### src/design/pif_pkg.sv
// package: register map, field positions and reset values of the flag bank
package pif_pkg;
    localparam logic [11:0] PIF_OFF_FLAGS1 = 12'h000;
    localparam logic [11:0] PIF_OFF_FLAGS2 = 12'h004;
    localparam logic [11:0] PIF_OFF_FLAGS3 = 12'h008;
    localparam logic [11:0] PIF_OFF_ENABLE1 = 12'h00C;
    localparam logic [11:0] PIF_OFF_ENABLE2 = 12'h010;
    localparam logic [11:0] PIF_OFF_ENABLE3 = 12'h014;
    localparam logic [11:0] PIF_OFF_IRQ_STATUS = 12'h018;
    localparam logic [11:0] PIF_OFF_IRQ_CLEAR = 12'h01C;
    localparam logic [11:0] PIF_OFF_IRQ_ENABLE = 12'h020;
    localparam logic [11:0] PIF_OFF_I2C_STATUS1 = 12'h024;
    localparam logic [7:0] PIF_FLAGS_RESET = 8'h00;
    // writable (software-clearable) bits of each flag register
    localparam logic [7:0] PIF_SW_MASK1 = 8'hFF;
    localparam logic [7:0] PIF_SW_MASK2 = 8'h0F;
    localparam logic [7:0] PIF_SW_MASK3 = 8'h80;
    // flags2 bit positions
    localparam int PIF_B2_I2C_RX = 7;
    localparam int PIF_B2_SPI_SUM = 6;
    localparam int PIF_B2_SPI_TX = 5;
    localparam int PIF_B2_SPI_RX = 4;
    // flags3 bit positions
    localparam int PIF_B3_TMR0 = 7;
    localparam int PIF_B3_UART_SUM = 6;
    localparam int PIF_B3_UART_ERR = 5;
    localparam int PIF_B3_UART_TX = 4;
    localparam int PIF_B3_UART_RX = 3;
    localparam int PIF_B3_I2C_ERR = 2;
    localparam int PIF_B3_I2C_SUM = 1;
    localparam int PIF_B3_I2C_TX = 0;
    // buffer_clear_bit position in the i2c_status_one_reg register
    localparam int PIF_BUFFER_CLEAR_BIT = 0;
    localparam logic [1:0] PIF_IRQ_W = 2'd3;
endpackage

### src/design/pif_flag_if.sv
// interface: one flag byte with its hardware set and software clear terms
`timescale 1ns/1ps
interface pif_flag_if;
    logic [7:0] set_ev;
    logic [7:0] clr;
    logic [7:0] sw_mask;
    logic [7:0] flags;
    modport bank (input set_ev, input clr, input sw_mask, output flags);
    modport ctrl (output set_ev, output clr, output sw_mask, input flags);
endinterface

### src/design/pif_flag_bank.sv
// top: peripheral interrupt flag bank with apb slave and interrupt output
`timescale 1ns/1ps
module pif_flag_bank
    import pif_pkg::*;
#(
    parameter int PIN_COUNT = 8
) (
    input wire logic sys_clk_in,
    input wire logic reset_n_in,
    input wire logic psel_in,
    input wire logic penable_in,
    input wire logic pwrite_in,
    input wire logic [11:0] paddr_in,
    input wire logic [31:0] pwdata_in,
    input wire logic [3:0] pstrb_in,
    output logic [31:0] prdata_out,
    output logic pready_out,
    output logic pslverr_out,
    input wire logic [7:0] flags1_event_in,
    input wire logic [3:0] dma_event_in,
    input wire logic timer_zero_event_in,
    input wire logic [PIN_COUNT-1:0] ext_pins_in,
    input wire logic [$clog2(PIN_COUNT)-1:0] ext_irq_pin_select_in,
    input wire logic ext_irq0_rising_in,
    input wire logic i2c_rx_event_in,
    input wire logic i2c_tx_event_in,
    input wire logic [7:0] spi_int_flag_reg_in,
    input wire logic spi_tx_state_in,
    input wire logic spi_rx_state_in,
    input wire logic [7:0] uart_general_int_reg_in,
    input wire logic [7:0] uart_error_int_reg_in,
    input wire logic uart_tx_state_in,
    input wire logic uart_rx_state_in,
    input wire logic [7:0] i2c_error_reg_in,
    input wire logic [7:0] i2c_int_flag_reg_in,
    output logic buffer_clear_out,
    output logic [23:0] request_out,
    output logic irq_out
);

    ////////////////////////////////////////////////////////////////////////////
    // state
    typedef struct packed {
        logic [7:0] en1;
        logic [7:0] en2;
        logic [7:0] en3;
        logic [PIF_IRQ_W-1:0] irq_stat;
        logic [PIF_IRQ_W-1:0] irq_en;
        logic i2c_rx;
        logic i2c_tx;
        logic pin_q;
        logic [31:0] rdata;
        logic buf_clr;
    } pif_top_s;
    pif_top_s st;
    pif_top_s next_st;

    pif_flag_if f1 ();
    pif_flag_if f2 ();
    pif_flag_if f3 ();
    pif_sticky_bank u_bank1 (.sys_clk_in(sys_clk_in), .reset_n_in(reset_n_in), .port(f1.bank));
    pif_sticky_bank u_bank2 (.sys_clk_in(sys_clk_in), .reset_n_in(reset_n_in), .port(f2.bank));
    pif_sticky_bank u_bank3 (.sys_clk_in(sys_clk_in), .reset_n_in(reset_n_in), .port(f3.bank));

    function automatic logic hit(input logic [11:0] a, input logic [11:0] off);
        return a == off;
    endfunction

    ////////////////////////////////////////////////////////////////////////////
    // bus decode
    logic acc_w;
    logic acc_r;
    logic lane0;
    logic mapped;
    logic ext_pin;
    logic ext_rise;
    logic [7:0] reg2;
    logic [7:0] reg3;
    logic [2:0] raw_irq;
    logic [31:0] rd_mux;

    assign acc_w = psel_in && penable_in && pwrite_in;
    assign acc_r = psel_in && !penable_in && !pwrite_in;
    assign lane0 = pstrb_in[0];
    assign mapped = hit(paddr_in, PIF_OFF_FLAGS1) || hit(paddr_in, PIF_OFF_FLAGS2)
        || hit(paddr_in, PIF_OFF_FLAGS3) || hit(paddr_in, PIF_OFF_ENABLE1)
        || hit(paddr_in, PIF_OFF_ENABLE2) || hit(paddr_in, PIF_OFF_ENABLE3)
        || hit(paddr_in, PIF_OFF_IRQ_STATUS) || hit(paddr_in, PIF_OFF_IRQ_CLEAR)
        || hit(paddr_in, PIF_OFF_IRQ_ENABLE) || hit(paddr_in, PIF_OFF_I2C_STATUS1);
    assign pready_out = 1'b1;
    assign pslverr_out = psel_in && penable_in && !mapped;
    assign prdata_out = st.rdata;

    ////////////////////////////////////////////////////////////////////////////
    // external interrupt 0 pin select and edge
    assign ext_pin = ext_pins_in[ext_irq_pin_select_in];
    assign ext_rise = ext_irq0_rising_in ? (ext_pin && !st.pin_q) : (!ext_pin && st.pin_q);

    ////////////////////////////////////////////////////////////////////////////
    // flag sources
    assign f1.set_ev = {flags1_event_in[7:1], flags1_event_in[0] | ext_rise};
    assign f1.sw_mask = PIF_SW_MASK1;
    assign f1.clr = (acc_w && lane0 && hit(paddr_in, PIF_OFF_FLAGS1)) ? ~pwdata_in[7:0] : 8'h00;
    assign f2.set_ev = {4'h0, dma_event_in};
    assign f2.sw_mask = PIF_SW_MASK2;
    assign f2.clr = (acc_w && lane0 && hit(paddr_in, PIF_OFF_FLAGS2)) ? ~pwdata_in[7:0] : 8'h00;
    assign f3.set_ev = {timer_zero_event_in, 7'h00};
    assign f3.sw_mask = PIF_SW_MASK3;
    assign f3.clr = (acc_w && lane0 && hit(paddr_in, PIF_OFF_FLAGS3)) ? ~pwdata_in[7:0] : 8'h00;

    always_comb begin
        reg2 = f2.flags;
        reg2[PIF_B2_I2C_RX] = st.i2c_rx;
        reg2[PIF_B2_SPI_SUM] = |spi_int_flag_reg_in;
        reg2[PIF_B2_SPI_TX] = spi_tx_state_in;
        reg2[PIF_B2_SPI_RX] = spi_rx_state_in;
        reg3 = f3.flags;
        reg3[PIF_B3_UART_SUM] = |uart_general_int_reg_in;
        reg3[PIF_B3_UART_ERR] = |uart_error_int_reg_in;
        reg3[PIF_B3_UART_TX] = uart_tx_state_in;
        reg3[PIF_B3_UART_RX] = uart_rx_state_in;
        reg3[PIF_B3_I2C_ERR] = |i2c_error_reg_in;
        reg3[PIF_B3_I2C_SUM] = |i2c_int_flag_reg_in;
        reg3[PIF_B3_I2C_TX] = st.i2c_tx;
    end

    assign request_out = {f1.flags & st.en1, reg2 & st.en2, reg3 & st.en3};
    assign raw_irq = {|(f1.flags & st.en1), |(reg2 & st.en2), |(reg3 & st.en3)};
    assign irq_out = |(st.irq_stat & st.irq_en);
    assign buffer_clear_out = st.buf_clr;

    always_comb begin
        rd_mux = 32'h0000_0000;
        case (paddr_in)
            PIF_OFF_FLAGS1: rd_mux[7:0] = f1.flags;
            PIF_OFF_FLAGS2: rd_mux[7:0] = reg2;
            PIF_OFF_FLAGS3: rd_mux[7:0] = reg3;
            PIF_OFF_ENABLE1: rd_mux[7:0] = st.en1;
            PIF_OFF_ENABLE2: rd_mux[7:0] = st.en2;
            PIF_OFF_ENABLE3: rd_mux[7:0] = st.en3;
            PIF_OFF_IRQ_STATUS: rd_mux[PIF_IRQ_W-1:0] = st.irq_stat;
            PIF_OFF_IRQ_ENABLE: rd_mux[PIF_IRQ_W-1:0] = st.irq_en;
            default: rd_mux = 32'h0000_0000;
        endcase
    end

    ////////////////////////////////////////////////////////////////////////////
    // next state
    always_comb begin
        next_st = st;
        next_st.pin_q = ext_pin;
        next_st.buf_clr = 1'b0;
        if (acc_r) begin
            next_st.rdata = rd_mux;
        end
        if (acc_w && lane0) begin
            if (hit(paddr_in, PIF_OFF_ENABLE1)) begin
                next_st.en1 = pwdata_in[7:0];
            end
            if (hit(paddr_in, PIF_OFF_ENABLE2)) begin
                next_st.en2 = pwdata_in[7:0];
            end
            if (hit(paddr_in, PIF_OFF_ENABLE3)) begin
                next_st.en3 = pwdata_in[7:0];
            end
            if (hit(paddr_in, PIF_OFF_IRQ_ENABLE)) begin
                next_st.irq_en = pwdata_in[PIF_IRQ_W-1:0];
            end
            if (hit(paddr_in, PIF_OFF_IRQ_CLEAR)) begin
                next_st.irq_stat = st.irq_stat & ~pwdata_in[PIF_IRQ_W-1:0];
            end
            if (hit(paddr_in, PIF_OFF_I2C_STATUS1) && pwdata_in[PIF_BUFFER_CLEAR_BIT]) begin
                next_st.buf_clr = 1'b1;
                next_st.i2c_rx = 1'b0;
                next_st.i2c_tx = 1'b0;
            end
        end
        if (i2c_rx_event_in) begin
            next_st.i2c_rx = 1'b1;
        end
        if (i2c_tx_event_in) begin
            next_st.i2c_tx = 1'b1;
        end
        next_st.irq_stat = next_st.irq_stat | raw_irq;
    end

    always_ff @(posedge sys_clk_in) begin
        if (!reset_n_in) begin
            st <= '0;
            st.pin_q <= ext_pin;
        end else begin
            st <= next_st;
        end
    end
endmodule

### src/design/pif_sticky_bank.sv
// module: eight sticky flags, hardware set beats software clear
`timescale 1ns/1ps
module pif_sticky_bank
    import pif_pkg::*;
(
    input wire logic sys_clk_in,
    input wire logic reset_n_in,
    pif_flag_if.bank port
);
    typedef struct packed {
        logic [7:0] flags;
    } pif_bank_s;
    pif_bank_s st;
    pif_bank_s next_st;
    always_comb begin
        next_st = st;
        // set wins over clear; only writable bits clear
        next_st.flags = (st.flags & ~(port.clr & port.sw_mask)) | port.set_ev;
    end
    always_ff @(posedge sys_clk_in) begin
        if (!reset_n_in) begin
            st <= '0;
        end else begin
            st <= next_st;
        end
    end
    assign port.flags = st.flags;
endmodule
### config.mk
export PLATFORM = sky130hd
export DESIGN_NAME = pif_flag_bank
export DESIGN_NICKNAME = d
export VERILOG_FILES = /design/src/design/pif_pkg.sv /design/src/design/pif_flag_if.sv /design/src/design/pif_flag_bank.sv /design/src/design/pif_sticky_bank.sv
export SDC_FILE = /design/constraint.sdc
export NUM_CORES = 1
export LEC_CHECK = 0
export BUFFER_PORTS_ARGS = -buffer_cell sky130_fd_sc_hd__buf_2
export CAP_MARGIN = 20
export CORE_ASPECT_RATIO = 0.5
export CORE_UTILIZATION = 48
export DETAILED_ROUTE_END_ITERATION = 8
export PLACE_DENSITY_LB_ADDON = 0.1
export SLEW_MARGIN = 20
export SYNTH_ARGS = -nofsm -noshare
export SYNTH_HDL_FRONTEND = slang
export SYNTH_SLANG_ARGS = --single-unit
### constraint.sdc
create_clock -name sys_clk_in -period 5.5 [get_ports sys_clk_in]
set_input_delay 0.55 -clock sys_clk_in [delete_from_list [all_inputs] [get_ports sys_clk_in]]
set_output_delay 0.55 -clock sys_clk_in [all_outputs]
set_load 0.05 [all_outputs]
### Word level (Yosys, flattened, before mapping)

Index checks and enable logic that the tools add are counted.

| storage, ports and cells | value |
|---|---|
| flip-flop bits (word level) | 66 |
| output and inout port bits | 60 |

| cells by class | value |
|---|---|
| order comparisons | 1 |
| reduce and logical (&&, ||, !) cells | 47 |
| equal/unequal tests | 9 |
| multiplexer cells | 15 |
| bitwise gates (word level) | 18 |

Operator list:

| cell | count |
|---|---|
| $reduce_or A8 Y1 | 8 |
| $and A8 B8 Y8 | 6 |
| $eq A12 B5 Y1 const B | 4 |
| $pmux W5 S6 | 1 |
| $eq A12 B4 Y1 const B | 2 |
| $eq A12 B6 Y1 const B | 2 |
| $mux W8 | 3 |
| $not A8 Y8 | 3 |
| $pmux W3 S8 | 1 |
| $or A8 B8 Y8 | 2 |
| $reduce_and A2 Y1 | 7 |
| $eq A12 B3 Y1 const B | 1 |
| $logic_and A1 B1 Y1 | 12 |
| $logic_not A12 Y1 | 1 |
| $logic_or A1 B1 Y1 | 9 |
| $not A4 Y8 | 1 |
| $or A8 B4 Y8 | 1 |
| $reduce_bool A2 Y1 | 4 |
| $and A3 B3 Y3 | 2 |
| $mux W3 | 2 |
| $logic_not A1 Y1 | 5 |
| $mux W1 | 5 |
| $lt A3 B4 Y1 const B | 1 |
| $mux W4 | 1 |
| other kinds (6) | 6 |

### Longest topological paths before layout

Gate-level depths: netlist (run 1).

| logic depth | value |
|---|---|
| word-level depth | 12 |
| mapped depth | 7 |
| mapped depth without buffers | 5 |

### By module

From an unflattened synthesis (run 1), not the netlist that was laid out.

| second synthesis, totals | value |
|---|---|
| cell total of the unflattened synthesis | 478 |
| area total of the unflattened synthesis | 3723.6 µm² |

By module, submodules not included:

| module | instances | cells an instance | area an instance (µm²) |
|---|---|---|---|
| pif_flag_bank | 1 | 382 | 2882.8 |
| pif_sticky_bank | 3 | 32 | 280.3 |

### Worst setup path after synthesis (run 1)

Ideal clock, no wire load.

| timing path | value |
|---|---|
| path type | input port to output port |
| start point | input port paddr_in[2] |
| end point | output port pslverr_out |
| stages on the path | 6 |
| slack | 2.547 ns |
| data required time | 4.950 ns |
| data arrival time | 2.403 ns |
| path through | buf_2 -> buf_1 -> a21oi_1 -> a21o_1 -> a221o_1 -> a21oi_1 |

| on the way | value |
|---|---|
| cells in the longest elaborated chain, start to end | 12 |
| elaborated cells between the ends (all ways) | 21 |
| classes of those cells | eq/ne (9); reduce/logical (12) |

Ends and longest elaborated chain:

| what | RTL line | text |
|---|---|---|
| start, declared | pif_flag_bank.sv:13 | `input wire logic [11:0] paddr_in,` |
| $eq A12 B3 Y1 or $logic_not A12 Y1 (tied branches) | pif_flag_bank.sv:66 | `return a == off;` |
| $logic_or A1 B1 Y1 | pif_flag_bank.sv:85 | `assign mapped = hit(paddr_in, PIF_OFF_FLAGS1) \|\| hit(paddr_in, PIF_OFF_FLAGS2)` |
| $logic_or A1 B1 Y1 (2 in series) | pif_flag_bank.sv:86 | `\|\| hit(paddr_in, PIF_OFF_FLAGS3) \|\| hit(paddr_in, PIF_OFF_ENABLE1)` |
| $logic_or A1 B1 Y1 (2 in series) | pif_flag_bank.sv:87 | `\|\| hit(paddr_in, PIF_OFF_ENABLE2) \|\| hit(paddr_in, PIF_OFF_ENABLE3)` |
| $logic_or A1 B1 Y1 (2 in series) | pif_flag_bank.sv:88 | `\|\| hit(paddr_in, PIF_OFF_IRQ_STATUS) \|\| hit(paddr_in, PIF_OFF_IRQ_CLEAR)` |
| $logic_or A1 B1 Y1 | pif_flag_bank.sv:89 | `\|\| hit(paddr_in, PIF_OFF_IRQ_ENABLE) \|\| hit(paddr_in, PIF_OFF_I2C_STATUS1);` |
| $logic_or A1 B1 Y1 * | pif_flag_bank.sv:89 |  |
| $logic_not A1 Y1 * | pif_flag_bank.sv:91 | `assign pslverr_out = psel_in && penable_in && !mapped;` |
| $logic_and A1 B1 Y1 * | pif_flag_bank.sv:91 |  |
| end, declared | pif_flag_bank.sv:18 | `output logic pslverr_out,` |

Every way passes the cells marked *; elsewhere a longest branch is shown, timed or not.

### Worst setup path in the final report (run 1)

Ends and elaborated chain as after synthesis.

==> results of run 1 <==
layer usage:
metal / up-vias / wire, µm / GRT usage [%]
li1: 1585 / - / -
met1: 1504 / 4662 / 41.13
met2: 214 / 3940 / 40.69
met3: 12 / 1296 / 8.588
met4: 0 / 72 / 4.521
met5: - / 0 / 0
metrics by stage:
step                      hold WS (ns)  power (W)  util (%)  std cells
after floorplan                 0.4408  0.0005312         -        418
after global placement          0.4521  0.0005715     60.54        587
after detailed placement        0.4618  0.0005728     60.54        587
after CTS                       0.4624  0.0008839     62.80        594
after global routing            0.4787  0.0009149     62.80        594
final                           0.4603  0.0008838     62.80        594
Yosys cell counts, drive strengths merged (3+ instances only):
library cell / instances
or4: 8
mux2i: 25
a21oi: 32
a21boi: 6
nor3: 3
and2: 25
nor4: 14
buf: 40
mux2: 4
nand3: 20
nand2: 20
nor2b: 4
clkbuf: 13
nand2b: 3
o21ai: 24
a31oi: 6
and3: 4
dfxtp: 55
or2: 5
o31a: 3
inv: 15
mux4: 4
nor2: 30
cell type report:
type,instances,area share [%]
Clock buffer,5,3.160
Multi-Input combinational cell,294,47.17
Sequential cell,55,27.80
Tap cell,88,2.780
Inverter,16,1.517
Clock inverter,2,0.4423
Timing Repair Buffer,134,17.12
worst register-to-register path, delay by kind of cell, from the launching register on:
family           cells  cell delay, ns
AND/OR/NAND/NOR      3            1.16
AO/OA/AOI/OAI        1            0.28
flip-flops           1            0.35
power by group through the flow:
stage | logic, W | clock network [W] | registers [W]
global route | 0.000158 | 0.000338 | 0.000419
global placement | 0.000145 | 0 | 0.000427
finish | 0.000148 | 0.000318 | 0.000418
floorplan | 0.000109 | 0 | 0.000422
detailed placement | 0.000146 | 0 | 0.000427
CTS | 0.000147 | 0.000320 | 0.000417
layout by cell type (no fill, tap or decap), types with 3 or more instances in the layout:
| cell | instances |
|---|---|
| sky130_fd_sc_hd__nand2b_1 | 3 |
| sky130_fd_sc_hd__nand2_1 | 20 |
| sky130_fd_sc_hd__inv_1 | 15 |
| sky130_fd_sc_hd__buf_4 | 3 |
| sky130_fd_sc_hd__or4_1 | 8 |
| sky130_fd_sc_hd__mux2_2 | 4 |
| sky130_fd_sc_hd__a21oi_1 | 32 |
| sky130_fd_sc_hd__or2_2 | 4 |
| sky130_fd_sc_hd__buf_2 | 131 |
| sky130_fd_sc_hd__conb_1 | 25 |
| sky130_fd_sc_hd__and2_1 | 25 |
| sky130_fd_sc_hd__clkbuf_16 | 5 |
| sky130_fd_sc_hd__nor2_1 | 30 |
| sky130_fd_sc_hd__dfxtp_1 | 55 |
| sky130_fd_sc_hd__and3_1 | 4 |
| sky130_fd_sc_hd__o21ai_0 | 24 |
| sky130_fd_sc_hd__nor4_1 | 11 |
| sky130_fd_sc_hd__nand3_1 | 20 |
| sky130_fd_sc_hd__nor2b_1 | 4 |
| sky130_fd_sc_hd__mux2i_1 | 25 |
| sky130_fd_sc_hd__a31oi_1 | 6 |
| sky130_fd_sc_hd__a21boi_0 | 6 |
| sky130_fd_sc_hd__mux4_2 | 4 |
| sky130_fd_sc_hd__o31a_1 | 3 |
final timing paths:
check | from | to | slack [ns] | cells past startpoint
worst min-delay path | timer_zero_event_in | u_bank3.port.flags[7] | 0.46 | 3
worst min register to register | prdata_out[0] | prdata_out[0] | 0.47 | 2
worst max-delay path | paddr_in[2] | pslverr_out | 2.57 | 6
worst max register to register | reg3[0] | st[39] | 3.61 | 4
state kept, by name, indices dropped and copies added, names as in the netlist:
signal,count
u_bank2.port.flags,4
st,31
u_bank1.port.flags,8
prdata_out,8
reg3,1
u_bank3.port.flags,1
reg2,1
buffer_clear_out,1
cell families (layout without fill, tap and decap cells):
family	Yosys count	count (layout)	share of synthesized area [%]
AOI/OAI and AO/OA	90	90	17.00
and+or+nand+nor	146	146	25.21
muxes	33	33	11.82
other	2	25	0.2303
buffers and inverters	69	157	11.97
DFF	55	55	33.77
==> qor.log, run 1 <==
qor: status.outcome complete, no violations
qor: pwr.power.internal 0.0006259 W
qor: worst_setup_path.path_common_cell sky130_fd_sc_hd__buf_2
qor: drt.via_count 3315
qor: logic_synthesis.synthFlopType sky130_fd_sc_hd__dfxtp_1
qor: worst_setup_path.crit_path_end_kind output pin
qor: pwr.p_sw 0.0002580 W
qor: global_routing.initial_antenna_violation_count 0
qor: floorplan.start_util 51.71%
qor: logic_synthesis.synthesis.yosys.warnings 0
qor: worst_setup_path.cpLargestDelayFamily simple AND/OR/NAND/NOR gates
qor: timing.timing.clock.skew 0.006632 ns
qor: placement.routability_congestion_estimate 0.8973
qor: pwr.share_comb_of_total_power 16.8%
qor: worst_setup_path.criticalPathCategory primary input to output pin
qor: layout.finalNetCount 630
qor: floorplan.chipWidth 118.6 µm
qor: pwr.sw_ratio 29.19%
qor: layout.diodes 0
qor: pwr.power.density 223.2 nW/µm²
qor: logic_synthesis.postSynthAreaPerCell 8.255 µm²
qor: timing.finalHoldViolCount 0
qor: clock_tree.cts-buffers-inserted 5
qor: clock_tree.post_cts_buffers 0
qor: floorplan.num_io_pins 184
qor: worst_setup_path.critical_path_arrival 2.38 ns
qor: clock_tree.clock_path_buffers 2
qor: clock_tree.cts_max_level 2
qor: timing.tightest_slew 0.8231 ns
qor: layout.multi_input_comb_area 1868 µm²
qor: worst_setup_path.top_fanout_value_on_the_critical_path 22
qor: logic_synthesis.yosys.cell_types.count 53
qor: global_routing.grt_pass1_wl 14940 µm
qor: floorplan.dieArea 7147 µm²
qor: clock_tree.clkSinkCount 55
qor: global_routing.gr-total-overflow 0
qor: clock_tree.path_clk_slew 0.07 ns
qor: timing.setup_ws 2.574 ns
qor: drt.detailedRoute.firstPassIterationCount 5
qor: placement.dp_worst_setup_slack 2.634 ns
qor: logic_synthesis.synth_area 3261 µm²
qor: pwr.seq_power_share 47.3%
qor: global_routing.grt_max_degree 38
qor: layout.areaGrowthSynthToFinish 21.45%
qor: drt.avgViaCountPerCell 5.581
qor: timing.ratio_of_final_minimum_period_to_clock_period 53.19%
qor: floorplan.fp.dieH 60.28 µm
qor: clock_tree.post_cts_resized 0
qor: drt.initialDrtViolationCount 352
qor: drt.post_drt_wl_per_cell 16.79 µm
qor: clock_tree.clock_insertion_delay_worst_skew 0.30 ns
qor: logic_synthesis.post_synth_inst_count 395
qor: global_routing.global_route.usage.total 28.12%
qor: clock_tree.clock_tree.root_cell sky130_fd_sc_hd__clkbuf_16
qor: timing.max_freq 0.3418 GHz
qor: hold_path.worst_hold_path_type primary input to flop
qor: timing.finalSetupTns 0 ns
qor: logic_synthesis.total_of_flip_flops_plus_latches_after_synthesis 55
qor: layout.final_layout_size_suffix_gt1_share 32.02%
qor: layout.final_design_area_no_fill 3960 µm²
qor: floorplan.fp.coreArea 6306 µm²
qor: logic_synthesis.synth-async-reset-ratio 0%
qor: logic_synthesis.synth_edf_count 0
qor: worst_setup_path.critical-path-max-stage-delay 0.74 ns
qor: logic_synthesis.synth.area.top_cells sky130_fd_sc_hd__dfxtp_1, sky130_fd_sc_hd__mux2i_1, sky130_fd_sc_hd__buf_4
qor: placement.numPortBuffers 131
qor: worst_setup_path.timing.critical_path.from_type primary input
qor: pwr.worst_ir_drop_on_vdd 0.1405 mV
qor: timing.finalCriticalPeriod 2.926 ns
qor: logic_synthesis.post-synth-top-area-fraction 33.77%
qor: drt.routed_wirelength 9972 µm
qor: timing.maxSlewViolCount 0
qor: worst_setup_path.timing.critical_path.required 4.95 ns
qor: timing.timing.max_slew.rel_slack 44.67%
qor: drt.postRouteAntennaNets 0
qor: logic_synthesis.synth.yosys.seq_area_share 33.77%
qor: placement.hpwl 7753 µm
qor: worst_setup_path.crit_buf_inv 2
qor: logic_synthesis.synthDominantAreaCellType sky130_fd_sc_hd__dfxtp_1
qor: floorplan.num_rows 20
qor: pwr.p_clk_share 35.9%
qor: clock_tree.holdBufCountCts 0
qor: pwr.p_leak 1.800 nW
qor: layout.ff_latch_area 1101 µm²
qor: timing.total_setup_violations_reported_at_the_end_of_the_flow 0
qor: run.timing.max_cap.violations 0
qor: layout.fillers 614
qor: drt.drcViolationCount 0
qor: clock_tree.cts_tree yes
qor: global_routing.via_count_of_the_first_global_routing_pass 2849
qor: timing.grt_setup_unrepaired false
qor: worst_setup_path.crit_path_cell_trace buf_2 -> nor4b_2 -> and2_1 -> a221o_1 -> a21oi_1 -> buf_2
qor: placement.dpl_cell_area 3817 µm²
qor: worst_setup_path.critical-path-slowest-cell sky130_fd_sc_hd__nor4b_2
No activity file was read; power rests on OpenSTA's default activity.
==> run 2, diff against run 1 <==
Settings changed: CORE_UTILIZATION 48 to 45.
Clock period 5.5 ns to 3 ns, I/O delays scaled along.
==> run 2 against run 1 <==
  * Total power up 85%
  * Routed wire length rose by 1.8%
  * Critical endpoint unchanged
  * Clock-buffer cell count grew 1
  * Worst setup slack got worse by 1.7 ns
==> qor.log, run 2 (synthesis results as in run 1) <==
qor: status.outcome complete, no violations
qor: global_routing.grt_pass1_wl 15720 µm
qor: timing.grt_setup_unrepaired false
qor: drt.postRouteAntennaNets 0
qor: floorplan.chipWidth 122.4 µm
qor: clock_tree.clock_insertion_delay_worst_skew 0.30 ns
qor: clock_tree.clock_path_buffers 2
qor: global_routing.grt.met3_usage 8.915%
qor: global_routing.via_count_of_the_first_global_routing_pass 2888
qor: pwr.worst_ir_drop_on_vdd 0.2296 mV
qor: floorplan.num_rows 21
qor: floorplan.dieArea 7611 µm²
qor: timing.timing.clock.skew 0.005916 ns
qor: layout.finalNetCount 635
qor: worst_setup_path.critical-path-slowest-cell sky130_fd_sc_hd__buf_2
qor: timing.maxSlewViolCount 0
qor: timing.max_freq 0.4625 GHz
qor: hold_path.worst_hold_path_type primary input to flop
qor: global_routing.global_route.usage.total 27.64%
qor: pwr.power.density 409.0 nW/µm²
qor: clock_tree.cts_tree yes
qor: pwr.p_leak 1.825 nW
qor: run.timing.max_cap.violations 0
qor: layout.fillers 685
qor: global_routing.grt_max_degree 24
qor: worst_setup_path.crit_buf_inv 3
qor: drt.via_count 3299
qor: worst_setup_path.crit_path_cell_trace buf_2 -> inv_1 -> a21o_1 -> a221o_1 -> a21oi_1 -> buf_2
qor: drt.initialDrtViolationCount 210
qor: global_routing.grt_util_met2 37.78%
qor: clock_tree.clkSinkCount 55
qor: worst_setup_path.critical_path_arrival 1.86 ns
qor: placement.dpl.cell_count 596
qor: clock_tree.post_cts_resized 0
qor: global_routing.grt-busiest-layer met1
qor: floorplan.start_util 47.73%
qor: placement.routability_congestion_estimate 0.9084
qor: worst_setup_path.top_fanout_value_on_the_critical_path 17
qor: timing.timing.max_slew.rel_slack 62.37%
qor: layout.top_register st
qor: placement.numPortBuffers 131
qor: drt.post_drt_wl_per_cell 16.81 µm
qor: layout.final_common_cell sky130_fd_sc_hd__buf_2
qor: layout.ff_latch_area 1101 µm²
qor: layout.multi_input_comb_area 1862 µm²
qor: worst_setup_path.critical-path-max-stage-delay 0.32 ns
qor: clock_tree.cts_max_level 2
qor: layout.areaGrowthSynthToFinish 22.68%
qor: global_routing.initial_antenna_violation_count 0
qor: floorplan.fp.coreArea 6832 µm²
qor: drt.detailedRoute.firstPassIterationCount 5
qor: drt.drcViolationCount 0
qor: drt.routed_wirelength 10150 µm
qor: timing.total_setup_violations_reported_at_the_end_of_the_flow 0
qor: floorplan.num_io_pins 184
qor: worst_setup_path.crit_path_end_kind output pin
qor: placement.dpl_cell_area 3854 µm²
qor: clock_tree.clock_tree.root_cell sky130_fd_sc_hd__clkbuf_16
qor: clock_tree.holdBufCountCts 0
qor: floorplan.fp.dieH 62.19 µm
qor: timing.finalSetupTns 0 ns
qor: timing.finalHoldViolCount 0
qor: placement.hpwl 7931 µm
qor: worst_setup_path.timing.critical_path.from_type primary input
qor: layout.final_core_utilization 58.55%
qor: worst_setup_path.r2r_slack 1.11 ns
qor: clock_tree.cts-buffers-inserted 5
qor: layout.diodes 0
qor: timing.tightest_slew 0.5645 ns
qor: clock_tree.post_cts_buffers 0
qor: timing.ratio_of_final_minimum_period_to_clock_period 72.08%
qor: layout.largest_reg_flops 31
qor: worst_setup_path.cpLargestDelayFamily buffers and inverters
qor: layout.final_layout_size_suffix_gt1_share 32.42%
qor: worst_setup_path.criticalPathCategory primary input to output pin
qor: layout.final_cell_mix sky130_fd_sc_hd__buf_2, sky130_fd_sc_hd__dfxtp_1, sky130_fd_sc_hd__a21oi_1
qor: global_routing.grt.met1_usage 42.08%
qor: drt.avgViaCountPerCell 5.462
qor: worst_setup_path.path_common_cell sky130_fd_sc_hd__buf_2
qor: clock_tree.path_clk_slew 0.07 ns
qor: layout.final_design_area_no_fill 4000 µm²
qor: timing.finalCriticalPeriod 2.162 ns
qor: layout.layout.cells.non_filler 604
qor: worst_setup_path.timing.critical_path.required 2.70 ns
qor: global_routing.gr-total-overflow 0
run 2: path summary, 6_finish.rpt:
path,startpoint,to,depth (start not counted)
worst min-delay path,i2c_tx_event_in,reg3[0],3
worst max register to register,u_bank2.port.flags[1],st[40],4
worst max-delay path,paddr_in[3],pslverr_out,6
worst min register to register,prdata_out[2],prdata_out[2],2
run 2: layout make-up:
type / count / area share (%)
Clock buffer: 6 / 3.222
Clock inverter: 2 / 0.4379
Inverter: 16 / 1.501
Multi-Input combinational cell: 294 / 46.54
Sequential cell: 55 / 27.53
Tap cell: 92 / 2.878
Timing Repair Buffer: 139 / 17.89
run 2: power breakdown:
group,switching [W],leakage [nW],total [W],internal (W)
combinational,0.000185,1.31,0.000275,0.0000897
sequential,0.0000166,0.449,0.000766,0.000749
clock,0.000281,0.0710,0.000595,0.000314
run 2: worst register-to-register path: stages (launching register included):
cell and delay [ns]:
sky130_fd_sc_hd__dfxtp_1 0.34, sky130_fd_sc_hd__and2_1 0.19, sky130_fd_sc_hd__or4_1 0.48, sky130_fd_sc_hd__or4_1 0.46
sky130_fd_sc_hd__o31a_1 0.30
run 2: per-stage QoR:
step | total power (W) | worst slack (ns) | hold slack, ns
2_1_floorplan | 0.0009738 | 0.5466 | 0.4174
3_3_place_gp | 0.001052 | 0.5640 | 0.4577
3_5_place_dp | 0.001054 | 0.5489 | 0.4574
4_1_cts | 0.001638 | 0.8702 | 0.2022
5_1_grt | 0.001690 | 0.7356 | 0.2196
6_report | 0.001636 | 0.8378 | 0.2137
run 2: routing by layer:
layer,share of wire [%],up-vias
met5,0,-
met4,0.68,0
met3,13,10
met2,40,196
met1,47,1497
li1,-,1596
